[src/common/srap_consts.vh]
// Constants for the serial register access port: frame layout, register map, reset values and field positions
`ifndef SRAP_CONSTS_VH
`define SRAP_CONSTS_VH

`define SRAP_ADDR_W        15
`define SRAP_HDR_LAST      5'd15
`define SRAP_BYTE_LAST     3'd7
`define SRAP_NUM_REGS      63
`define SRAP_NUM_FLAT      39
`define SRAP_OFS_BASE      39
`define SRAP_GAIN_BASE     55
`define SRAP_NUM_OFS       8
`define SRAP_NUM_GAIN      8

`define SRAP_A_CFG_A       15'h0000
`define SRAP_A_DEV_CFG     15'h0002
`define SRAP_A_MAKER_LO    15'h000c
`define SRAP_A_MAKER_HI    15'h000d
`define SRAP_A_USR_CFG     15'h0010
`define SRAP_A_CLK0        15'h0029
`define SRAP_A_CLK1        15'h002a
`define SRAP_A_CLK2        15'h002b
`define SRAP_A_SYNC_POS    15'h002c
`define SRAP_A_FS_LO       15'h0030
`define SRAP_A_FS_HI       15'h0031
`define SRAP_A_LP1         15'h0037
`define SRAP_A_TMSTP       15'h003b
`define SRAP_A_PLLREFO     15'h003c
`define SRAP_A_FBDIV_VP    15'h003d
`define SRAP_A_FBDIV_N     15'h003e
`define SRAP_A_OSC_CTRL    15'h003f
`define SRAP_A_SERIALIZER_PREEMPHASIS      15'h0048
`define SRAP_A_TRIGOUT     15'h0057
`define SRAP_A_PLL_OVR     15'h0058
`define SRAP_A_OSC_TRIM    15'h0059
`define SRAP_A_PLL_RST     15'h005c
`define SRAP_A_OSC_CAL     15'h005d
`define SRAP_A_OSC_STATE   15'h005e
`define SRAP_A_CAL_EN      15'h0061
`define SRAP_A_CALIBRATION_CONFIG_ZERO    15'h0062
`define SRAP_A_CALIBRATION_CONFIG_ONE    15'h0065
`define SRAP_A_CALIBRATION_AVERAGING     15'h0068
`define SRAP_A_CAL_STATE   15'h006a
`define SRAP_A_CAL_PIN     15'h006b
`define SRAP_A_CAL_TRIG    15'h006c
`define SRAP_A_LOW_POWER_BACKGROUND_CAL      15'h006e
`define SRAP_A_GAIN_DAC    15'h007a
`define SRAP_A_BANDGAP     15'h007c
`define SRAP_A_TERM_A      15'h007e
`define SRAP_A_TERM_B      15'h007f
`define SRAP_A_TERM_C      15'h0080
`define SRAP_A_TERM_D      15'h0081
`define SRAP_A_SRC_DLY     15'h009a
`define SRAP_A_SEL_DLY     15'h009b
`define SRAP_A_DITHER      15'h009d
`define SRAP_A_LOWBIT      15'h0160
`define SRAP_A_LINK_EN     15'h0200
`define SRAP_A_LINK_MODE   15'h0201
`define SRAP_A_OFS_FIRST   15'h0330
`define SRAP_A_GAIN_FIRST  15'h0360

`define SRAP_R_CFG_A       8'h30
`define SRAP_R_CLK0        8'h80
`define SRAP_R_CLK2        8'h10
`define SRAP_R_FS_LO       8'h00
`define SRAP_R_FS_HI       8'ha0
`define SRAP_R_LP1         8'h4b
`define SRAP_R_PLLREFO     8'h01
`define SRAP_R_FBDIV_N     8'h20
`define SRAP_R_OSC_CTRL    8'h4f
`define SRAP_R_OSC_CAL     8'h40
`define SRAP_R_CAL_EN      8'h01
`define SRAP_R_CALIBRATION_CONFIG_ZERO    8'h01
`define SRAP_R_CALIBRATION_CONFIG_ONE    8'h01
`define SRAP_R_CALIBRATION_AVERAGING     8'h61
`define SRAP_R_CAL_TRIG    8'h01
`define SRAP_R_LOW_POWER_BACKGROUND_CAL      8'h88
`define SRAP_R_LINK_EN     8'h01
`define SRAP_R_ZERO        8'h00

`define SRAP_ADDRESS_DIRECTION_BIT    5
`define SRAP_HOLD_BIT      0
`define SRAP_CALOS_BIT     1
`define SRAP_CALBG_BIT     0

`endif

[src/design/srap_port.v]
// Serial register access port: synchronised four-wire frame engine and the register file behind it
`include "srap_consts.vh"

// Contract
// Host keeps chip_select_n low throughout an access; only then are bits counted.
// Serial input sampled on serial clock rising edges; any slow clock rate works.
// A single access is exactly 24 bits: operation flag, address, data byte.
// Every field travels most significant bit first.
// Multi-byte registers are little-endian, low byte at the lowest address.
// First bit one means read, zero means write.
// Next fifteen bits carry the register address.
// A write stores the last eight input bits into the addressed register.
// A read ignores the last eight inputs and shifts the register out instead.
// Output stays undriven for writes and during the header of reads.
// Further bytes keep transferring while chip select stays low.
// Each further byte steps the address, up by default, down when selected.
// With address hold set the address stays fixed between bytes.
// Host makes no register access while calibration runs.
// Host leaves unmapped, reserved addresses unmodified.
// Fine gain trims are never changed by calibration.
// Each of eight cores has its own offset trim, per input where shared.
// One full-scale adjustment applies to all inputs together.
// Host does not write offset trims while offset calibration owns them.
// Chip select rising mid-byte discards the partial transfer and restarts counting.
module srap_port #(
  parameter [15:0] MAKER_ID     = 16'h5a5a,
  parameter [7:0]  TRIM_DEFAULT = 8'h00
) (
  input  wire         mclk,
  input  wire         reset,
  input  wire         chip_select_n,
  input  wire         serial_clock,
  input  wire         serial_in,
  output wire         serial_out,
  output wire         serial_out_oe_n,
  input  wire [7:0]   sync_capture_position,
  input  wire [7:0]   oscillator_cal_state,
  input  wire [7:0]   calibration_state,
  input  wire         cal_offset_we,
  input  wire [3:0]   cal_offset_sel,
  input  wire [7:0]   cal_offset_data,
  output wire [127:0] core_offset_trim,
  output wire [63:0]  core_fine_gain_trim,
  output wire [15:0]  full_scale_adjust,
  output wire         offset_cal_enable,
  output wire         background_cal_select
);

  localparam [2:0] ST_OFF  = 3'b001;
  localparam [2:0] ST_HDR  = 3'b010;
  localparam [2:0] ST_DATA = 3'b100;

  // Address of each stored byte; read-only locations are not stored
  function [`SRAP_ADDR_W-1:0] idx_addr;
    input integer i;
    integer off;
    begin
      off = 0;
      if (i >= `SRAP_GAIN_BASE) begin
        off      = i - `SRAP_GAIN_BASE;
        idx_addr = `SRAP_A_GAIN_FIRST + off[`SRAP_ADDR_W-1:0];
      end else if (i >= `SRAP_OFS_BASE) begin
        off      = i - `SRAP_OFS_BASE;
        idx_addr = `SRAP_A_OFS_FIRST + off[`SRAP_ADDR_W-1:0];
      end else begin
        case (i)
          0:  idx_addr = `SRAP_A_CFG_A;
          1:  idx_addr = `SRAP_A_DEV_CFG;
          2:  idx_addr = `SRAP_A_USR_CFG;
          3:  idx_addr = `SRAP_A_CLK0;
          4:  idx_addr = `SRAP_A_CLK1;
          5:  idx_addr = `SRAP_A_CLK2;
          6:  idx_addr = `SRAP_A_FS_LO;
          7:  idx_addr = `SRAP_A_FS_HI;
          8:  idx_addr = `SRAP_A_LP1;
          9:  idx_addr = `SRAP_A_TMSTP;
          10: idx_addr = `SRAP_A_PLLREFO;
          11: idx_addr = `SRAP_A_FBDIV_VP;
          12: idx_addr = `SRAP_A_FBDIV_N;
          13: idx_addr = `SRAP_A_OSC_CTRL;
          14: idx_addr = `SRAP_A_SERIALIZER_PREEMPHASIS;
          15: idx_addr = `SRAP_A_TRIGOUT;
          16: idx_addr = `SRAP_A_PLL_OVR;
          17: idx_addr = `SRAP_A_OSC_TRIM;
          18: idx_addr = `SRAP_A_PLL_RST;
          19: idx_addr = `SRAP_A_OSC_CAL;
          20: idx_addr = `SRAP_A_CAL_EN;
          21: idx_addr = `SRAP_A_CALIBRATION_CONFIG_ZERO;
          22: idx_addr = `SRAP_A_CALIBRATION_CONFIG_ONE;
          23: idx_addr = `SRAP_A_CALIBRATION_AVERAGING;
          24: idx_addr = `SRAP_A_CAL_PIN;
          25: idx_addr = `SRAP_A_CAL_TRIG;
          26: idx_addr = `SRAP_A_LOW_POWER_BACKGROUND_CAL;
          27: idx_addr = `SRAP_A_GAIN_DAC;
          28: idx_addr = `SRAP_A_BANDGAP;
          29: idx_addr = `SRAP_A_TERM_A;
          30: idx_addr = `SRAP_A_TERM_B;
          31: idx_addr = `SRAP_A_TERM_C;
          32: idx_addr = `SRAP_A_TERM_D;
          33: idx_addr = `SRAP_A_SRC_DLY;
          34: idx_addr = `SRAP_A_SEL_DLY;
          35: idx_addr = `SRAP_A_DITHER;
          36: idx_addr = `SRAP_A_LOWBIT;
          37: idx_addr = `SRAP_A_LINK_EN;
          default: idx_addr = `SRAP_A_LINK_MODE;
        endcase
      end
    end
  endfunction

  // Reset value of each stored byte; trims without a stated value take TRIM_DEFAULT
  function [7:0] idx_reset;
    input integer i;
    begin
      if (i >= `SRAP_OFS_BASE)
        idx_reset = TRIM_DEFAULT;
      else begin
        case (i)
          0:  idx_reset = `SRAP_R_CFG_A;
          3:  idx_reset = `SRAP_R_CLK0;
          5:  idx_reset = `SRAP_R_CLK2;
          6:  idx_reset = `SRAP_R_FS_LO;
          7:  idx_reset = `SRAP_R_FS_HI;
          8:  idx_reset = `SRAP_R_LP1;
          10: idx_reset = `SRAP_R_PLLREFO;
          12: idx_reset = `SRAP_R_FBDIV_N;
          13: idx_reset = `SRAP_R_OSC_CTRL;
          19: idx_reset = `SRAP_R_OSC_CAL;
          20: idx_reset = `SRAP_R_CAL_EN;
          21: idx_reset = `SRAP_R_CALIBRATION_CONFIG_ZERO;
          22: idx_reset = `SRAP_R_CALIBRATION_CONFIG_ONE;
          23: idx_reset = `SRAP_R_CALIBRATION_AVERAGING;
          25: idx_reset = `SRAP_R_CAL_TRIG;
          26: idx_reset = `SRAP_R_LOW_POWER_BACKGROUND_CAL;
          37: idx_reset = `SRAP_R_LINK_EN;
          17, 27, 28, 29, 30, 31, 32, 33, 34, 35: idx_reset = TRIM_DEFAULT;
          default: idx_reset = `SRAP_R_ZERO;
        endcase
      end
    end
  endfunction

  // Pin synchronisers; stage one feeds stage two only
  reg        cs_n_s1_reg;
  reg        cs_n_s2_reg;
  reg        sclk_s1_reg;
  reg        sclk_s2_reg;
  reg        sclk_s3_reg;
  reg        sdi_s1_reg;
  reg        sdi_s2_reg;

  reg [7:0]  mem [0:`SRAP_NUM_REGS-1];

  reg [2:0]  state_reg;
  reg [4:0]  hdr_cnt_reg;
  reg [2:0]  bit_cnt_reg;
  reg [14:0] hdr_shift_reg;
  reg [6:0]  data_shift_reg;
  reg        read_op_reg;
  reg [`SRAP_ADDR_W-1:0] addr_reg;
  reg        fetch_reg;
  reg [7:0]  tx_shift_reg;
  reg        sdo_reg;
  reg        sdo_oe_n_reg;
  reg        wr_pulse_reg;
  reg [5:0]  wr_idx_reg;
  reg [7:0]  wr_data_reg;

  wire       sclk_rise = sclk_s2_reg & ~sclk_s3_reg;
  wire       sclk_fall = ~sclk_s2_reg & sclk_s3_reg;
  wire       address_direction    = mem[0][`SRAP_ADDRESS_DIRECTION_BIT];
  wire       addr_hold = mem[2][`SRAP_HOLD_BIT];

  // Lookup of the current address in the stored map
  reg        hit;
  reg [5:0]  hit_idx;
  integer    k;
  always @* begin
    hit = 1'b0;
    hit_idx = 6'h00;
    for (k = 0; k < `SRAP_NUM_REGS; k = k + 1) begin
      if (idx_addr(k) == addr_reg) begin
        hit = 1'b1;
        hit_idx = k[5:0];
      end
    end
  end

  // Read data: stored bytes, read-only status, zero for unmapped addresses
  reg [7:0]  rd_byte;
  always @* begin
    if (addr_reg == `SRAP_A_MAKER_LO) begin
      rd_byte = MAKER_ID[7:0];
    end else if (addr_reg == `SRAP_A_MAKER_HI) begin
      rd_byte = MAKER_ID[15:8];
    end else if (addr_reg == `SRAP_A_SYNC_POS) begin
      rd_byte = sync_capture_position;
    end else if (addr_reg == `SRAP_A_OSC_STATE) begin
      rd_byte = oscillator_cal_state;
    end else if (addr_reg == `SRAP_A_CAL_STATE) begin
      rd_byte = calibration_state;
    end else if (hit) begin
      rd_byte = mem[hit_idx];
    end else begin
      rd_byte = `SRAP_R_ZERO;
    end
  end

  // Next address after a byte; holding wins over either direction
  reg [`SRAP_ADDR_W-1:0] addr_step;
  always @* begin
    if (addr_hold)
      addr_step = addr_reg;
    else if (address_direction)
      addr_step = addr_reg + 15'h0001;
    else
      addr_step = addr_reg - 15'h0001;
  end

  always @(posedge mclk or posedge reset) begin
    if (reset) begin
      cs_n_s1_reg <= 1'b1;
      cs_n_s2_reg <= 1'b1;
      sclk_s1_reg <= 1'b0;
      sclk_s2_reg <= 1'b0;
      sclk_s3_reg <= 1'b0;
      sdi_s1_reg  <= 1'b0;
      sdi_s2_reg  <= 1'b0;
    end else begin
      cs_n_s1_reg <= chip_select_n;
      cs_n_s2_reg <= cs_n_s1_reg;
      sclk_s1_reg <= serial_clock;
      sclk_s2_reg <= sclk_s1_reg;
      sclk_s3_reg <= sclk_s2_reg;
      sdi_s1_reg  <= serial_in;
      sdi_s2_reg  <= sdi_s1_reg;
    end
  end

  // Frame engine; sclk and sdi share the same sync delay so they stay aligned
  always @(posedge mclk or posedge reset) begin
    if (reset) begin
      state_reg      <= ST_OFF;
      hdr_cnt_reg    <= 5'd0;
      bit_cnt_reg    <= 3'd0;
      hdr_shift_reg  <= 15'h0000;
      data_shift_reg <= 7'h00;
      read_op_reg    <= 1'b0;
      addr_reg       <= 15'h0000;
      fetch_reg      <= 1'b0;
      tx_shift_reg   <= 8'h00;
      sdo_reg        <= 1'b0;
      sdo_oe_n_reg   <= 1'b1;
      wr_pulse_reg   <= 1'b0;
      wr_idx_reg     <= 6'h00;
      wr_data_reg    <= 8'h00;
    end else begin
      wr_pulse_reg <= 1'b0;
      fetch_reg    <= 1'b0;
      if (fetch_reg)
        tx_shift_reg <= rd_byte;
      if (cs_n_s2_reg) begin
        // Deselect drops any partial header or byte
        state_reg    <= ST_OFF;
        hdr_cnt_reg  <= 5'd0;
        bit_cnt_reg  <= 3'd0;
        sdo_oe_n_reg <= 1'b1;
        sdo_reg      <= 1'b0;
      end else begin
        case (state_reg)
          ST_OFF: begin
            state_reg <= ST_HDR;
          end
          ST_HDR: begin
            sdo_oe_n_reg <= 1'b1;
            if (sclk_rise) begin
              hdr_shift_reg <= {hdr_shift_reg[13:0], sdi_s2_reg};
              hdr_cnt_reg   <= hdr_cnt_reg + 5'd1;
              if (hdr_cnt_reg == `SRAP_HDR_LAST) begin
                read_op_reg <= hdr_shift_reg[14];
                addr_reg    <= {hdr_shift_reg[13:0], sdi_s2_reg};
                fetch_reg   <= hdr_shift_reg[14];
                bit_cnt_reg <= 3'd0;
                state_reg   <= ST_DATA;
              end
            end
          end
          ST_DATA: begin
            if (sclk_rise) begin
              data_shift_reg <= {data_shift_reg[5:0], sdi_s2_reg};
              bit_cnt_reg    <= bit_cnt_reg + 3'd1;
              if (bit_cnt_reg == `SRAP_BYTE_LAST) begin
                // Unmapped and read-only addresses take no write
                wr_pulse_reg <= ~read_op_reg & hit;
                wr_idx_reg   <= hit_idx;
                wr_data_reg  <= {data_shift_reg, sdi_s2_reg};
                addr_reg     <= addr_step;
                fetch_reg    <= read_op_reg;
                bit_cnt_reg  <= 3'd0;
              end
            end
            // Reads drive on falling edges so the host can sample on the next rise
            if (sclk_fall && read_op_reg) begin
              sdo_oe_n_reg <= 1'b0;
              sdo_reg      <= tx_shift_reg[7];
              tx_shift_reg <= {tx_shift_reg[6:0], 1'b0};
            end else if (!read_op_reg) begin
              sdo_oe_n_reg <= 1'b1;
            end
          end
          default: begin
            state_reg <= ST_OFF;
          end
        endcase
      end
    end
  end

  // Register file; a serial write beats a calibration write in the same cycle
  integer n;
  always @(posedge mclk or posedge reset) begin
    if (reset) begin
      for (n = 0; n < `SRAP_NUM_REGS; n = n + 1)
        mem[n] <= idx_reset(n);
    end else if (wr_pulse_reg) begin
      mem[wr_idx_reg] <= wr_data_reg;
    end else if (cal_offset_we && offset_cal_enable) begin
      // Only offset trims are reachable from calibration; gain trims have no such path
      mem[`SRAP_OFS_BASE + cal_offset_sel] <= cal_offset_data;
    end
  end

  genvar g;
  generate
    for (g = 0; g < `SRAP_NUM_OFS; g = g + 1) begin : g_trim
      assign core_offset_trim[g*16 +: 16] =
        {mem[`SRAP_OFS_BASE + 2*g + 1], mem[`SRAP_OFS_BASE + 2*g]};
      assign core_fine_gain_trim[g*8 +: 8] = mem[`SRAP_GAIN_BASE + g];
    end
  endgenerate

  assign full_scale_adjust     = {mem[7], mem[6]};
  assign offset_cal_enable     = mem[21][`SRAP_CALOS_BIT];
  assign background_cal_select = mem[21][`SRAP_CALBG_BIT];
  assign serial_out            = sdo_reg;
  assign serial_out_oe_n       = sdo_oe_n_reg;

endmodule // srap_port

[config.mk]
export PLATFORM = sky130hd
export DESIGN_NAME = srap_port
export DESIGN_NICKNAME = d
export VERILOG_FILES = /design/src/design/srap_port.v
export VERILOG_INCLUDE_DIRS = /design/src /design/src/common
export SDC_FILE = /design/constraint.sdc
export NUM_CORES = 2
export LEC_CHECK = 0
export BUFFER_PORTS_ARGS = -buffer_cell sky130_fd_sc_hd__buf_2
export CORE_AREA = 2 2 272 274
export DETAILED_ROUTE_END_ITERATION = 10
export DIE_AREA = 0 0 274 276
export GPL_ROUTABILITY_DRIVEN = 0
export HOLD_SLACK_MARGIN = 0.1
export PLACE_DENSITY = 0.68
export RECOVER_POWER = 100
export SLEW_MARGIN = 20
export SYNTH_ARGS = -nofsm -noshare
export SYNTH_HDL_FRONTEND = slang
export SYNTH_SLANG_ARGS = --single-unit
[constraint.sdc]
create_clock -name mclk -period 26.5 [get_ports mclk]
set_input_delay 5.3 -clock mclk [delete_from_list [all_inputs] [get_ports mclk]]
set_output_delay 5.3 -clock mclk [all_outputs]
set_load 0.005 [all_outputs]
==> summary.md <==
| Metric | Value |
|---|---|
| Status | finished, violations left |
| Failing checks | max-capacitance violations, max-slew violations |
| Synth Instances | between 3000 and 4000 |
| Worst-margin pin slew | between 5000 and 6000 ps |
| Final Core Density | a little under half |
| Crit path capture type | asynchronous set/reset pin |
| Main synth FF type | dfrtp_1 |
| Required @ worst endpoint | 26260 ps |
| Final Hold Vio Count | 0 |
| Setup violations, final | 0 |
| Clock tree buffer depth | 3 |
| Pwr Density | roughly 52 nW/um2 |
| Crit-path max FO | approximately 160 |
| Syn Nets | 3305 |
| TritonCTS buffer count | 60 |
| TritonRoute pass-1 iters | 6 |
| LEAKAGE | 15.4 nW |
| IO Pins | about 250 |
| WHS | 348 ps |
| GRT Util Overall | ~28% |
| Post-CTS setup buffer count | 0 |
| Port bufs | approximately 250 |
| Fin crit share | about 48% |
| Drt first-iter violations | between 3000 and 4000 |
| Detailed-placement wirelength estimate | 71200 um |
| Minimum clock period after layout | about 13000 ps |
| FP Rows | 99 |
| Distinct cells, synth | between 80 and 90 |
| Core box area | roughly 73000 um2 |
| Avg Cell Area, Syn | between 9 and 10 um2 |
| Fill cells | 6864 |
| Hold buffers post-CTS | 0 |
| WS Path Type | in2async |
| Worst Hold Class | reg2reg |
| Initial Utilization | about 45% |
| Slew Viols, Final | 628 |
| Worst vdd ir | 57.9 uV |
| Vias | ~26000 |
| H-tree depth | 2 |
| DIE AREA | roughly 76000 um2 |
| Area delta synth->final | 6.44% |
| Commonest non-fill, non-tap cell in the layout | dfrtp_1 |
| Share of layout cells above drive strength 1 | between 20% and 30% |
| Largest net degree at the start of global routing | 160 |
| Type of origin of the critical path | input port |
| WP data arrival | around 12000 ps |
| Max Cap Viol | 10 |
| R2R setup slack | around 19000 ps |
| Cell area after synthesis | roughly 32000 um2 |
| Slew HR | -292% |
| Antenna violations before repair | 1 |
| Post-Route WL | about 110000 um |
| Post-synth EDFFs | 0 |
| F_max | slightly below 80 MHz |
| Biggest register | mem |
| Ys Warns | 0 |
| Vert. Die Dim | 276 um |
| DRC viols | 0 |
| Number of synthesized register bits | between 500 and 600 |
| Setup TNS | 0 ps |
| Vias in the first global route | about 24000 |
| Post-route ant nets | 0 |
| First-pass GRT wire length | around 160000 um |
| Max reg flops | between 200 and 300 |
| Most frequent cells in the layout | dfrtp_1 (547), nand2_1 (507), mux2_2 (397) |
| Grt total ovfl | 0 |
| Total power draw | approximately 1.8 mW |
| Vias/cell | a little over 6 |
| Worst-Skew Late Latency | ~650 ps |
| Sequential fraction of the synthesis area | between 40% and 50% |
| Die width | ~270 um |
| Root Buffer | clkbuf_16 |
| Resize count post-CTS | 0 |
| Antenna diodes | 0 |
| Placed insts | 4059 |
| Nets@finish | 3227 |
| Wire per inst | between 20 and 30 um |
| Layout Cells excl Fill | 4176 |
| Clk sink count | 586 |
| Ys async rst share | 100% |
| CTS tree | done |
| Clk slew on worst S/H paths | about 60 ps |
| RSZ-0062 raised after global routing | false |
| Setup Skew | 29.7 ps |
## power breakdown
group	internal, mW	switching [mW]
combinational	0.00697	0.0300
sequential	0.897	0.00157
clock	0.489	0.374
total	1.39	0.405
## final cells by class
class                   count  area (um2)  area share [%]
multi-input cells        2196       15100            43.8
flip-flops and latches    586       14700            42.7
clock buffers              92        1770            5.14
repair buffers            306        1440            4.17
well taps                 959        1200            3.48
clock inverters            20         210           0.609
inverters                  17        65.1           0.189
## cell usage after synthesis, types with 46 or more instances
cell	n	share of area [%]
a22oi_1	151	3.5
nand2_1	507	5.9
buf_2	56	0.86
a21oi_1	67	1.0
mux2_2	398	14
mux2i_1	155	4.8
nor2_1	124	1.4
nor3_1	46	0.71
o21ai_0	198	3.1
buf_4	231	5.4
nand3_1	142	2.2
dfrtp_1	554	43
clkbuf_1	155	1.8
## routing by layer
metal | global-route usage (%) | routed length (um)
met3 | 7.92 | 12100
met5 | 0 | 18
met2 | 40.8 | 46600
met1 | 38.0 | 43800
met4 | 10.6 | 4290
## worst paths after layout
| kind | endpoint | depth (start not counted) | from |
|---|---|---|---|
| max in group mclk | tx_shift_reg[5] | 12 | addr_reg[0] |
| min in group asynchronous | addr_reg[11] | 2 | reset |
| worst min-delay path | sdi_s2_reg | 0 | sdi_s1_reg |
| worst max register to register | tx_shift_reg[5] | 12 | addr_reg[0] |
| worst min register to register | sdi_s2_reg | 0 | sdi_s1_reg |
| worst max-delay path | mem[358] | 4 | reset |
## critical path, stage by stage
cell and delay [ps]:
buf_2 100, clkinvlp_2 3150, buf_12 580, clkbuf_1 3020
## kinds of logic after synthesis
| group | synth area share (%) |
|---|---|
| flops | 45.4 |
| buf+inv | 8.35 |
| xor+xnor | 0.487 |
| compound gates | 11.8 |
| mux | 18.7 |
| simple gates | 14.5 |
| fa+ha+maj | 0.749 |
## through the flow
stage / setup WS (ps) / area, um2
2_1_floorplan: 4860 / 32400
3_3_place_gp: 18520 / 32700
3_5_place_dp: 18540 / 32700
4_1_cts: 19210 / 34700
5_1_grt: 12210 / 34500
6_report: 13830 / 34500
No activity file was read; power rests on OpenSTA's default activity.
